==> config.mk <==
export PLATFORM = sky130hd
export DESIGN_NAME = dmcd_top
export DESIGN_NICKNAME = d
export VERILOG_FILES = /design/src/hdl/dmcd_pkg.sv /design/src/hdl/dmcd_cmd_if.sv /design/src/hdl/dmcd_top.sv /design/src/hdl/dmcd_code_decode.sv
export VERILOG_INCLUDE_DIRS = /design/src /design/src/hdl
export SDC_FILE = /design/constraint.sdc
export NUM_CORES = 1
export LEC_CHECK = 0
export ABC_AREA = 1
export BUFFER_PORTS_ARGS = -buffer_cell sky130_fd_sc_hd__buf_2
export CAP_MARGIN = 0
export CORE_MARGIN = 2
export CORE_UTILIZATION = 35
export DETAILED_ROUTE_END_ITERATION = 10
export SYNTH_ARGS = -nofsm -noshare
export SYNTH_HDL_FRONTEND = slang
export SYNTH_SLANG_ARGS = --single-unit
export TNS_END_PERCENT = 1
==> constraint.sdc <==
create_clock -name clk -period 0.9 [get_ports clk]
set_input_delay 0.09 -clock clk [delete_from_list [all_inputs] [get_ports clk]]
set_output_delay 0.09 -clock clk [all_outputs]
set_load 0.01 [all_outputs]
==> src/hdl/dmcd_consts.svh <==
// Constants of the display mode command decoder: command codes and reset values.
// Assumes inclusion by bare name from any design file that needs them.
`ifndef DMCD_CONSTS_SVH
`define DMCD_CONSTS_SVH

// 8-bit command codes
`define DMCD_CODE_PARTIAL_ON 8'h12
`define DMCD_CODE_NORMAL_ON 8'h13
`define DMCD_CODE_INV_OFF 8'h20
`define DMCD_CODE_INV_ON 8'h21
// 16-bit serial command codes
`define DMCD_CODE16_PARTIAL_ON 16'h1200
`define DMCD_CODE16_NORMAL_ON 16'h1300
`define DMCD_CODE16_INV_OFF 16'h2000
`define DMCD_CODE16_INV_ON 16'h2100
// Reset values of the mode flags
`define DMCD_PARTIAL_RST 1'h0
`define DMCD_INVERT_RST 1'h0
// Fixed latency from command strobe to flag update, in cycles
`define DMCD_UPDATE_LATENCY 2

`endif

==> src/hdl/dmcd_pkg.sv <==
// Types of the display mode command decoder.
// Assumes nothing of its surroundings.
package dmcd_pkg;

    typedef enum logic [2:0] {
        DMCD_CMD_NONE = 3'b000,
        DMCD_CMD_PARTIAL_ON = 3'b001,
        DMCD_CMD_NORMAL_ON = 3'b010,
        DMCD_CMD_INV_OFF = 3'b011,
        DMCD_CMD_INV_ON = 3'b100
    } dmcd_cmd_t;

endpackage : dmcd_pkg

==> src/hdl/dmcd_cmd_if.sv <==
// Decoded command handshake between the code decoder and the mode state.
// Assumes a single clock shared by both ends.
`timescale 1ns/100ps
interface dmcd_cmd_if;
    logic valid;
    dmcd_pkg::dmcd_cmd_t cmd;

    modport source (output valid, output cmd);
    modport sink (input valid, input cmd);
endinterface : dmcd_cmd_if

==> src/hdl/dmcd_top.sv <==
// Display mode command decoder: keeps the partial-mode and inversion flags.
// Assumes the command interface delivers one code per strobe, synchronous to clk,
// and that power-on, hardware and software resets are merged into sys_rst.
//
// What this block does
// - Code 12h or 1200h sets the partial display mode flag.
// - Enter-partial while already partial changes no state.
// - Code 13h or 1300h clears partial mode, the only command that leaves it.
// - Normal-mode while already normal changes no state.
// - Mode switches in either direction cause no visible disturbance.
// - After any reset the device is in normal mode with partial off.
// - Code 20h or 2000h clears inversion and touches nothing else.
// - Code 21h or 2100h sets inversion and touches nothing else.
// - Inversion-off while inversion is off is ignored.
// - Inversion-on while inversion is on is ignored.
// - After any reset inversion is off.
// - All four commands are taken in every awake or asleep state.
`timescale 1ns/100ps
`include "dmcd_consts.svh"
module dmcd_top (
    input wire logic clk,
    input wire logic sys_rst,
    input wire logic cmd_strobe,
    input wire logic cmd_wide,
    input wire logic [15:0] cmd_code,
    input wire logic frame_start,
    output logic partial_mode,
    output logic inversion_on,
    output logic mode_changed
);

    // ------------------------------------------------------------
    // Decoder
    // ------------------------------------------------------------
    dmcd_cmd_if dec_bus ();

    dmcd_code_decode u_decode (
        .clk(clk),
        .sys_rst(sys_rst),
        .cmd_strobe(cmd_strobe),
        .cmd_wide(cmd_wide),
        .cmd_code(cmd_code),
        .dec(dec_bus)
    );

    // ------------------------------------------------------------
    // Mode state
    // ------------------------------------------------------------
    // Requested flags follow commands at once; the exported flags follow them
    // only at a frame boundary so the panel never sees a mid-frame switch.
    logic partial_req_reg;
    logic invert_req_reg;
    logic partial_req_next;
    logic invert_req_next;

    // No sleep, idle or power state enters here: commands act in every state.
    always_comb begin
        partial_req_next = partial_req_reg;
        invert_req_next = invert_req_reg;
        if (dec_bus.valid) begin
            unique case (dec_bus.cmd)
                dmcd_pkg::DMCD_CMD_PARTIAL_ON: partial_req_next = 1'b1;
                dmcd_pkg::DMCD_CMD_NORMAL_ON: partial_req_next = 1'b0;
                dmcd_pkg::DMCD_CMD_INV_OFF: invert_req_next = 1'b0;
                dmcd_pkg::DMCD_CMD_INV_ON: invert_req_next = 1'b1;
                dmcd_pkg::DMCD_CMD_NONE: partial_req_next = partial_req_reg;
            endcase
        end
    end

    always_ff @(posedge clk) begin
        if (sys_rst) begin
            partial_req_reg <= `DMCD_PARTIAL_RST;
        end else begin
            partial_req_reg <= partial_req_next;
        end
    end

    always_ff @(posedge clk) begin
        if (sys_rst) begin
            invert_req_reg <= `DMCD_INVERT_RST;
        end else begin
            invert_req_reg <= invert_req_next;
        end
    end

    // ------------------------------------------------------------
    // Frame-aligned outputs
    // ------------------------------------------------------------
    always_ff @(posedge clk) begin
        if (sys_rst) begin
            partial_mode <= `DMCD_PARTIAL_RST;
            inversion_on <= `DMCD_INVERT_RST;
            mode_changed <= 1'b0;
        end else begin
            if (frame_start) begin
                partial_mode <= partial_req_reg;
                inversion_on <= invert_req_reg;
            end
            mode_changed <= frame_start && ((partial_req_reg != partial_mode)
                || (invert_req_reg != inversion_on));
        end
    end

    // ------------------------------------------------------------
    // Latency, refusal and change-pulse checks
    // ------------------------------------------------------------
    // Own copy of the code table, so these checks do not lean on the
    // decoder function that they are meant to catch out.
    function automatic logic is_mode_code(input logic [7:0] code);
        is_mode_code = (code == `DMCD_CODE_PARTIAL_ON) || (code == `DMCD_CODE_NORMAL_ON)
            || (code == `DMCD_CODE_INV_OFF) || (code == `DMCD_CODE_INV_ON);
    endfunction : is_mode_code
endmodule : dmcd_top

==> src/hdl/dmcd_code_decode.sv <==
// Code decoder: maps a received command code to one of the four mode commands.
// Assumes the code and its strobe are synchronous to clk.
`timescale 1ns/100ps
`include "dmcd_consts.svh"
module dmcd_code_decode (
    input wire logic clk,
    input wire logic sys_rst,
    input wire logic cmd_strobe,
    input wire logic cmd_wide,
    input wire logic [15:0] cmd_code,
    dmcd_cmd_if.source dec
);

    // ------------------------------------------------------------
    // Code lookup
    // ------------------------------------------------------------
    // Both serial forms share one table; the wide form must carry zero low byte.
    function automatic dmcd_pkg::dmcd_cmd_t lookup(input logic wide, input logic [15:0] code);
        logic [7:0] key;
        logic ok;
        key = wide ? code[15:8] : code[7:0];
        ok = wide ? (code[7:0] == 8'h00) : 1'b1;
        lookup = dmcd_pkg::DMCD_CMD_NONE;
        if (ok) begin
            unique case (key)
                `DMCD_CODE_PARTIAL_ON: lookup = dmcd_pkg::DMCD_CMD_PARTIAL_ON;
                `DMCD_CODE_NORMAL_ON: lookup = dmcd_pkg::DMCD_CMD_NORMAL_ON;
                `DMCD_CODE_INV_OFF: lookup = dmcd_pkg::DMCD_CMD_INV_OFF;
                `DMCD_CODE_INV_ON: lookup = dmcd_pkg::DMCD_CMD_INV_ON;
                default: lookup = dmcd_pkg::DMCD_CMD_NONE;
            endcase
        end
    endfunction : lookup

    dmcd_pkg::dmcd_cmd_t found;

    always_comb begin
        found = lookup(cmd_wide, cmd_code);
    end

    always_ff @(posedge clk) begin
        if (sys_rst) begin
            dec.valid <= 1'b0;
            dec.cmd <= dmcd_pkg::DMCD_CMD_NONE;
        end else begin
            dec.valid <= cmd_strobe && (found != dmcd_pkg::DMCD_CMD_NONE);
            dec.cmd <= cmd_strobe ? found : dmcd_pkg::DMCD_CMD_NONE;
        end
    end
endmodule : dmcd_code_decode

# Word level (Yosys, flattened, before mapping)
# Cells that the tools add are included.
# Widths: inputs -> output; s select.
[word_totals] reg_bits=9 latch_bits=0 ramBits=0 mem_bits_ro=0 memories=0
[classes] add_sub_neg=0 n_mul=0 div_mod_pow=0 order_cmp=0 n_eq_ne=10 shift=0 muxes=6 n_bitwise=1 n_reduce_logical=10
[ops] cell="$eq 8x5->1 const B" n=2
[ops] cell="$eq 8x6->1 const B" n=2
[ops] cell="$pmux 3 s4" n=1
[ops] cell="$logic_not 8->1" n=1
[ops] cell="$mux 8" n=1
[ops] cell="$eq 3x2->1 const B" n=2
[ops] cell="$pmux 1 s2" n=2
[ops] cell="$reduce_and 2->1" n=2
[ops] cell="$reduce_bool 2->1" n=2
[ops] cell="$eq 3x1->1 const B" n=1
[ops] cell="$eq 3x3->1 const B" n=1
[ops] cell="$mux 3" n=1
[ops] cell="$reduce_bool 3->1" n=1
[ops] cell="$logic_and 1x1->1" n=2
[ops] cell="$ne 1x1->1" n=2
[ops] cell="$reduce_or 2->1" n=1
[ops] cell="$logic_or 1x1->1" n=1
[ops] cell="$mux 1" n=1
[ops] cell="$not 1->1" n=1

# Logic depth before layout (Yosys ltp)
# Gate-level depths: netlist of the first run.
[logic_depth] word_depth=6 depth_mapped=10

# Hierarchy
# A second synthesis of the first run with hierarchy kept.
[hier_totals] hier_cells=112 area_unflattened_um2=626.9
[by_module_without_submodules] mod="dmcd_code_decode" instances=1 cells_each=79 area_each_um2=404.1
[by_module_without_submodules] mod="dmcd_top" instances=1 cells_each=33 area_each_um2=222.7

# Worst setup path after synthesis of the first run
# No wires, ideal clock.
[synth_path] kind="reg2reg" from="reg partial_mode" to="reg mode_changed" setup_ns=0.118 arrival_time_ns=0.830 t_required_ns=0.782 setup_slack_ns=-0.049 path_stages_with_launch=4 path_buffers=0 synth_period_minus_slack_ns=0.949 path_cell_list="dfxtp_1 or2_2 a22oi_1 nor3_1"
[synth_between] elab_chain_len=3
[synth_rtl] element="start: declaration" line_no="dmcd_top.sv:27" rtl="output logic partial_mode,"
[synth_rtl] element="start signal: assignment" line_no="dmcd_top.sv:92" rtl="partial_mode <= `DMCD_PARTIAL_RST;"
[synth_rtl] element="start signal: assignment" line_no="dmcd_top.sv:97" rtl="partial_mode <= partial_req_reg;"
[synth_rtl] element="$ne 1x1->1" line_no="dmcd_top.sv:100" rtl="mode_changed <= frame_start && ((partial_req_reg != partial_mode)"
[synth_rtl] element="$logic_or 1x1->1" line_no="dmcd_top.sv:101" rtl="|| (invert_req_reg != inversion_on));"
[synth_rtl] element="$logic_and 1x1->1" line_no="dmcd_top.sv:100"
[synth_rtl] element="end signal: assignment" line_no="dmcd_top.sv:100"
[synth_rtl] element="end: declaration" line_no="dmcd_top.sv:29" rtl="output logic mode_changed"
# Every way passes these cells.
# A chain may end at the register's enable or synchronous reset.

# Worst setup path after layout of the first run
# Same ends and word-level chain as after synthesis.

==> results.md, run 1 <==
* Max Slew Vio Count at 0
* RSZ-0062 raised after global routing: yes
* Endpoint kind of the worst setup timing path: flop
* Number of nets in the final layout at around 160
* Skew-Pair Late Insertion Delay at around 0.26 ns
* Number of cells on the worst reg-to-reg path at 3
* Final Cell Area at between 800 and 900 sq um
* DRC violations left at 0
* GRT overflow at 0
* Most common cell after layout, fill and taps aside: sky130_fd_sc_hd__nand2_1
* Flip-flop count of the largest register after layout at 3
* Register-to-Register Setup Slack at around 0.028 ns
* Leakage power figure at between 0.4 and 0.5 nW
* Post-route antenna net violation count at 0
* Pre-Repair DR Iteration Count at 4
* TritonCTS clock tree: yes
* Distinct cells, synth at 15
* FF+latch count, synth at 9
* Data required time of the critical path at about 1.1 ns
* Xor/xnor share of the synthesized area at 0
* Commonest non-fill, non-tap cells in the layout: sky130_fd_sc_hd__nand2_1 (37), sky130_fd_sc_hd__buf_2 (22), sky130_fd_sc_hd__inv_1 (20), sky130_fd_sc_hd__nor2_1 (13), sky130_fd_sc_hd__dfxtp_2 (5)
* Clock-pin slew on the worst setup and hold paths at 0.06 ns
* Number of CTS-inserted buffers at 3
* Ant diodes at 0
* Post-Place Worst Slack at -0.264 ns
* Average via count per standard cell at 4.58
* Slew @ Worst Pin at roughly 0.26 ns
* Reg-to-reg critical path endpoint: mode_changed$_SDFF_PP0_
* Launching element type of the critical path: flop
* Final worst-path setup slack at roughly 0.028 ns
* Vias post-DR at roughly 700
* Ys Warns at 0
* Starting density of the core at 0.382
* Total wire length after detailed routing at between 1 and 1.5 mm
* Routed len/inst at approximately 9.0 microns
* Half-perimeter wire length of the detailed placement result at 1.09 mm
* Pin count of the biggest net entering global routing at 13
* First-pass GRT wire length at 2.34 mm
* Adder and majority gate portion of the synthesized area at 0
* Compound-Gate Fraction of Synth Area at 0.113
* Hold path startpoint: frame_start
* Area of the mapped netlist at between 500 and 600 sq um
* Total Die Area at ~2000 sq um
* Max Clock Freq at between 1000 and 1500 MHz
* Placement-stage cell area at ~750 sq um
* Largest family of logic cells by synthesized area: simple AND/OR/NAND/NOR gates
* Maximum vdd drop at roughly 0.55 mV
* Largest register by flop count: u_decode.dec.cmd
* Power density over cell area at ~1100 nW/um^2
* Headroom to the max-slew limit at 0.825
* Worst-case hold path end point: inversion_on$_SDFFE_PP0P_
* Die width at 45.0 microns
* Synthesized net count at between 100 and 150
* Core outline area at approximately 1500 sq um
* CP max FO at 4
* Number of max-cap violations at 0
* # port buffers at 23
* Mux contribution to synthesized area at 0
* Die Ht at approximately 45 microns
* Share of layout cells above drive strength 1 at 0.313
* H-tree level count at 1
* Final core occ at 0.519
* Area share of and/or/nand/nor cells after synthesis at 0.429
* Post-synthesis cell count at approximately 100
* CP Class: reg -> reg
* Setup-violating endpoint count in the final report at 0
* Arrival time at the worst endpoint at slightly above 1 ns
* Clock sink count at 9
* Crit path time final at 0.872 ns
* Count of hold-fix buffers inserted at cts at 0
* Aggregate global-route resource usage at 0.158
* Post-Synthesis Mean Instance Area at about 5.7 sq um
* Total instance count after detailed placement at approximately 150
* Via count of the first global-routing pass at 637
* Fin crit share at 0.969
* Final count of hold timing violations at 0
* Number of antenna violations at the first check in global routing at 0
* Number of core rows at 14
* Worst hold stages at 2
* Run status: finished clean
* I/O pins at 24
* Final worst clock skew at 0.00931 ns
* Number of standard cells in the layout, taps in and fillers out at 150
* Clk root buf: sky130_fd_sc_hd__clkbuf_4
* Area added between synthesis and finish at 35.9%
* Startpoint of the worst register-to-register path: partial_mode$_SDFFE_PP0P_
* Number of design-rule violations left by the first detailed-router iteration at 11
* Clk buf depth at 2
* Hold/Removal Path Class: in -> reg
* Fraction of the yosys area taken by sequential cells at 0.306
* Global placer's final weighted congestion at about 0.85
[critical path, stage by stage, from the launching register on]
cell and delay (ns):
sky130_fd_sc_hd__dfxtp_2 0.33, sky130_fd_sc_hd__or2_4 0.22, sky130_fd_sc_hd__a22oi_2 0.15, sky130_fd_sc_hd__nor3_1 0.05
[cells by family (layout without fill, tap and decap cells)]
group | count (synthesis) | after routing
flops | 9 | 9
compound gates | 12 | 12
buf+inv | 22 | 52
simple gates | 61 | 61
[layout make-up]
class                   instances  area (sq um)
fillers                       166           741
multi-input cells              73           338
flip-flops and latches          9           186
repair buffers                 27           151
inverters                      21          78.8
clock buffers                   4          26.3
well taps                      16          20.0
[Yosys cell counts]
| cell type | instances | area [sq um] |
|---|---|---|
| sky130_fd_sc_hd__nand3b_1 | 1 | 7.51 |
| sky130_fd_sc_hd__a221oi_1 | 1 | 8.76 |
| sky130_fd_sc_hd__inv_1 | 21 | 78.8 |
| sky130_fd_sc_hd__o21ai_0 | 7 | 35.0 |
| sky130_fd_sc_hd__a21oi_1 | 3 | 15.0 |
| sky130_fd_sc_hd__nor2_1 | 13 | 48.8 |
| sky130_fd_sc_hd__nand2_1 | 38 | 143 |
| sky130_fd_sc_hd__nand4_1 | 1 | 6.26 |
| sky130_fd_sc_hd__or2_2 | 2 | 12.5 |
| sky130_fd_sc_hd__dfxtp_1 | 9 | 180 |
| sky130_fd_sc_hd__nor3_1 | 1 | 5.00 |
| sky130_fd_sc_hd__buf_6 | 1 | 11.3 |
| sky130_fd_sc_hd__nand3_1 | 4 | 20.0 |
| sky130_fd_sc_hd__nand3_2 | 1 | 10.0 |
| sky130_fd_sc_hd__a22oi_1 | 1 | 7.51 |
[worst max-delay path by stage]
stage / from / end / slack (ns) / depth (start not counted)
floorplan: partial_req_reg$_SDFFE_PP0P_ / mode_changed$_SDFF_PP0_ / 0.006 / 3
global placement: cmd_wide / u_decode.dec.valid$_SDFF_PP0_ / -0.20 / 11
detailed placement: cmd_wide / u_decode.dec.valid$_SDFF_PP0_ / -0.26 / 11
CTS: cmd_wide / u_decode.dec.valid$_SDFF_PP0_ / 0.004 / 11
global route: u_decode.dec.cmd[1]$_SDFF_PP0_ / invert_req_reg$_SDFFE_PP0P_ / -0.03 / 3
finish: partial_mode$_SDFFE_PP0P_ / mode_changed$_SDFF_PP0_ / 0.03 / 3
[report_power, final]
part	switching (W)	internal, W	leakage, nW
Combinational	0.0000926	0.0000825	0.379
Clock	0.000143	0.000171	0.0150
Sequential	0.00000452	0.000405	0.0752
[routing by layer]
metal | up-vias | routed length [microns] | GRT usage
met5 | - | 0 | 0
met4 | 0 | 4 | 0.0529
met3 | 2 | 60 | 0.0480
met2 | 14 | 702 | 0.291
met1 | 297 | 579 | 0.169
li1 | 374 | - | -
[timing repair]
item                       in CTS  in global routing
gates cloned                    0                  0
setup endpoints to repair       1                  7
setup buffers                   0                  0
pin swaps                       1                  2
gates resized for setup         1                 12
[per-stage QoR]
stage / setup TNS, ns / total power, W / hold WS [ns]
after floorplan: 0 / 0.000514 / 0.159
after detailed placement: -0.886 / 0.000588 / 0.299
final: 0 / 0.000899 / 0.0196
after global routing: -0.0280 / 0.000963 / 0.0159
after global placement: -0.675 / 0.000585 / 0.296
after CTS: 0 / 0.000912 / 0.0112
Power figures use the tool's default switching activity.
==> run 2, diff against run 1 <==
--- a/config.mk
+++ b/config.mk
@@ -12,6 +12,7 @@
 export CORE_MARGIN = 2
 export CORE_UTILIZATION = 35
 export DETAILED_ROUTE_END_ITERATION = 10
+export MAX_ROUTING_LAYER = met4
 export SYNTH_ARGS = -nofsm -noshare
 export SYNTH_HDL_FRONTEND = slang
 export SYNTH_SLANG_ARGS = --single-unit
==> run 2 against run 1 <==
Critical path type unchanged. Register-to-register slack is essentially flat. Highest routed layer is now met3. Largest cell class unchanged. Combinational power about the same. Core utilization stayed put. Non-clock buffer count unchanged. Clock power barely moved.
==> results.md, run 2 (synthesized netlist as in run 1, its figures left out) <==
* Register-to-Register Setup Slack at 0.03 ns (about the same)
* H-tree level count at 1 (unchanged)
* Hold path startpoint: frame_start
* Multi-input gate area at 338 sq um (unchanged)
* Cell Chain, Critical Path: or2_4 -> a22oi_2 -> nor3_1
* Clock sink count at 9 (unchanged)
* Number of design-rule violations left by the first detailed-router iteration at 11 (unchanged)
* Total Die Area at 2030 sq um (unchanged)
* Leakage power figure at 0.469 nW (unchanged)
* Number of antenna violations at the first check in global routing at 0 (unchanged)
* Data required time of the critical path at 1.05 ns (about the same)
* Area added between synthesis and finish at 35.9% (unchanged)
* Flip-flop count of the largest register after layout at 3 (unchanged)
* Most common cell after layout, fill and taps aside: sky130_fd_sc_hd__nand2_1
* Register area at 186 sq um (unchanged)
* # port buffers at 23 (unchanged)
* Share of layout cells above drive strength 1 at 0.313 (unchanged)
* Arrival time at the worst endpoint at 1.02 ns (about the same)
* Number of cells on the worst reg-to-reg path at 3 (unchanged)
* Number of max-cap violations at 0 (unchanged)
* Reg-to-reg critical path endpoint: mode_changed$_SDFF_PP0_
* Pre-Repair DR Iteration Count at 4 (unchanged)
* Slew @ Worst Pin at 0.263 ns (unchanged)
* Die width at 45.0 microns (unchanged)
* Starting density of the core at 0.382 (unchanged)
* Vias post-DR at 688 (+0.15%)
* Max Slew Vio Count at 0 (unchanged)
* Routed len/inst at 8.95 microns (-0.30%)
* Post-route antenna net violation count at 0 (unchanged)
* Pin count of the biggest net entering global routing at 13 (unchanged)
* DRC violations left at 0 (unchanged)
* Endpoint kind of the worst setup timing path: flop
* Clk buf depth at 2 (unchanged)
* Count of hold-fix buffers inserted at cts at 0 (unchanged)
* Core outline area at 1540 sq um (unchanged)
* Maximum vdd drop at 0.546 mV (-0.65%)
* Filler cell count in the final layout at 166 (unchanged)
* Crit path time final at 0.872 ns (-0.000610 ns)
* Ant diodes at 0 (unchanged)
* Run status: finished clean
* Final Cell Area at 801 sq um (unchanged)
* Aggregate global-route resource usage at 0.163 (+0.00470)
* Global placer's final weighted congestion at 0.859 (+1.6%)
* Via count of the first global-routing pass at 636 (-0.16%)
* Worst-case hold path end point: inversion_on$_SDFFE_PP0P_
* Launching element type of the critical path: flop
* Skew-Pair Late Insertion Delay at 0.26 ns (about the same)
* TritonCTS clock tree: yes
* First-pass GRT wire length at 2.35 mm (+0.30%)
* CP Class: reg -> reg
* Startpoint of the worst register-to-register path: partial_mode$_SDFFE_PP0P_
* Clk root buf: sky130_fd_sc_hd__clkbuf_4
* I/O pins at 24 (unchanged)
* RSZ-0062 raised after global routing: yes
* Number of nets in the final layout at 156 (unchanged)
* Die Ht at 45.0 microns (unchanged)
* Power density over cell area at 1120 nW/um^2 (-0.26%)
* Commonest non-fill, non-tap cells in the layout: sky130_fd_sc_hd__nand2_1 (37), sky130_fd_sc_hd__buf_2 (22), sky130_fd_sc_hd__inv_1 (20), sky130_fd_sc_hd__nor2_1 (13), sky130_fd_sc_hd__dfxtp_2 (5)
* Final worst clock skew at 0.00889 ns (-0.000419 ns)
* Final count of hold timing violations at 0 (unchanged)
* Delay of the slowest cell on the worst path at 0.33 ns (about the same)
* Cell with the largest stage delay on the worst path: sky130_fd_sc_hd__dfxtp_2
* Clock-pin slew on the worst setup and hold paths at 0.06 ns (about the same)
* Number of core rows at 14 (unchanged)
* Largest register by flop count: u_decode.dec.cmd
* CP max FO at 4 (unchanged)
* Fin crit share at 0.969 (about the same)
* Max Clock Freq at 1150 MHz (about the same)
* Setup-violating endpoint count in the final report at 0 (unchanged)
* Half-perimeter wire length of the detailed placement result at 1.09 mm (unchanged)
* Worst hold stages at 2 (unchanged)
* GRT overflow at 0 (unchanged)
* Average via count per standard cell at 4.59 (+0.15%)
* Placement-stage cell area at 751 sq um (unchanged)
* Headroom to the max-slew limit at 0.825 (unchanged)
* Hold/Removal Path Class: in -> reg
* Number of CTS-inserted buffers at 3 (unchanged)
* Post-route setup TNS at 0 ns (unchanged)
* Total wire length after detailed routing at 1.34 mm (-0.30%)
==> run 2: how the worst max path moves through the flow <==
stage | slack [ns] | cells after the start | to | start
floorplan | 0.006 | 3 | mode_changed$_SDFF_PP0_ | partial_req_reg$_SDFFE_PP0P_
global placement | -0.20 | 11 | u_decode.dec.valid$_SDFF_PP0_ | cmd_wide
detailed placement | -0.26 | 11 | u_decode.dec.valid$_SDFF_PP0_ | cmd_wide
CTS | 0.004 | 11 | u_decode.dec.valid$_SDFF_PP0_ | cmd_wide
global route | -0.03 | 3 | invert_req_reg$_SDFFE_PP0P_ | u_decode.dec.cmd[1]$_SDFF_PP0_
finish | 0.03 | 3 | mode_changed$_SDFF_PP0_ | partial_mode$_SDFFE_PP0P_
==> run 2: cell type report <==
class | count | share of cell area
Tap cell | 16 | 0.0250
Sequential cell | 9 | 0.233
Clock buffer | 4 | 0.0328
Timing Repair Buffer | 27 | 0.189
Multi-Input combinational cell | 73 | 0.422
Inverter | 21 | 0.0984
==> run 2: worst max-delay path: cells and delay by family, from the launching register on <==
kind / cells / cell delay [ns]
DFF: 1 / 0.33
and+or+nand+nor: 2 / 0.27
AOI/OAI and AO/OA: 1 / 0.15
==> run 2: power by group <==
group | switching, W | internal [W] | total [W]
Combinational | 0.0000926 | 0.0000825 | 0.000175
Sequential | 0.00000452 | 0.000405 | 0.000410
Clock | 0.000141 | 0.000171 | 0.000311
Total | 0.000238 | 0.000659 | 0.000897
==> run 2: routing by layer <==
layer  GRT usage  vias to the layer above  part of all wire
met5           -                        -                 0
met4      0.0529                        0                 0
met3      0.0480                        0             0.042
met2       0.291                       14              0.52
met1       0.169                      300              0.43
li1            -                      374                 -
==> run 2: metrics by stage <==
step,util,setup slack (ns),power (W),hold slack (ns),std cells
final,0.519,0.0282,0.000897,0.0219,150
after global routing,0.519,-0.0254,0.000963,0.0159,150
after CTS,0.507,0.00398,0.000912,0.0112,150
after detailed placement,0.487,-0.264,0.000588,0.299,146
after global placement,0.487,-0.197,0.000585,0.296,146
after floorplan,-,0.00601,0.000514,0.159,104
==> run 2: repair_timing <==
| action | CTS | global route |
|---|---|---|
| pin swaps | 1 | 2 |
| setup buffers | 0 | 0 |
| setup endpoints to repair | 1 | 7 |
| resized for setup | 1 | 12 |
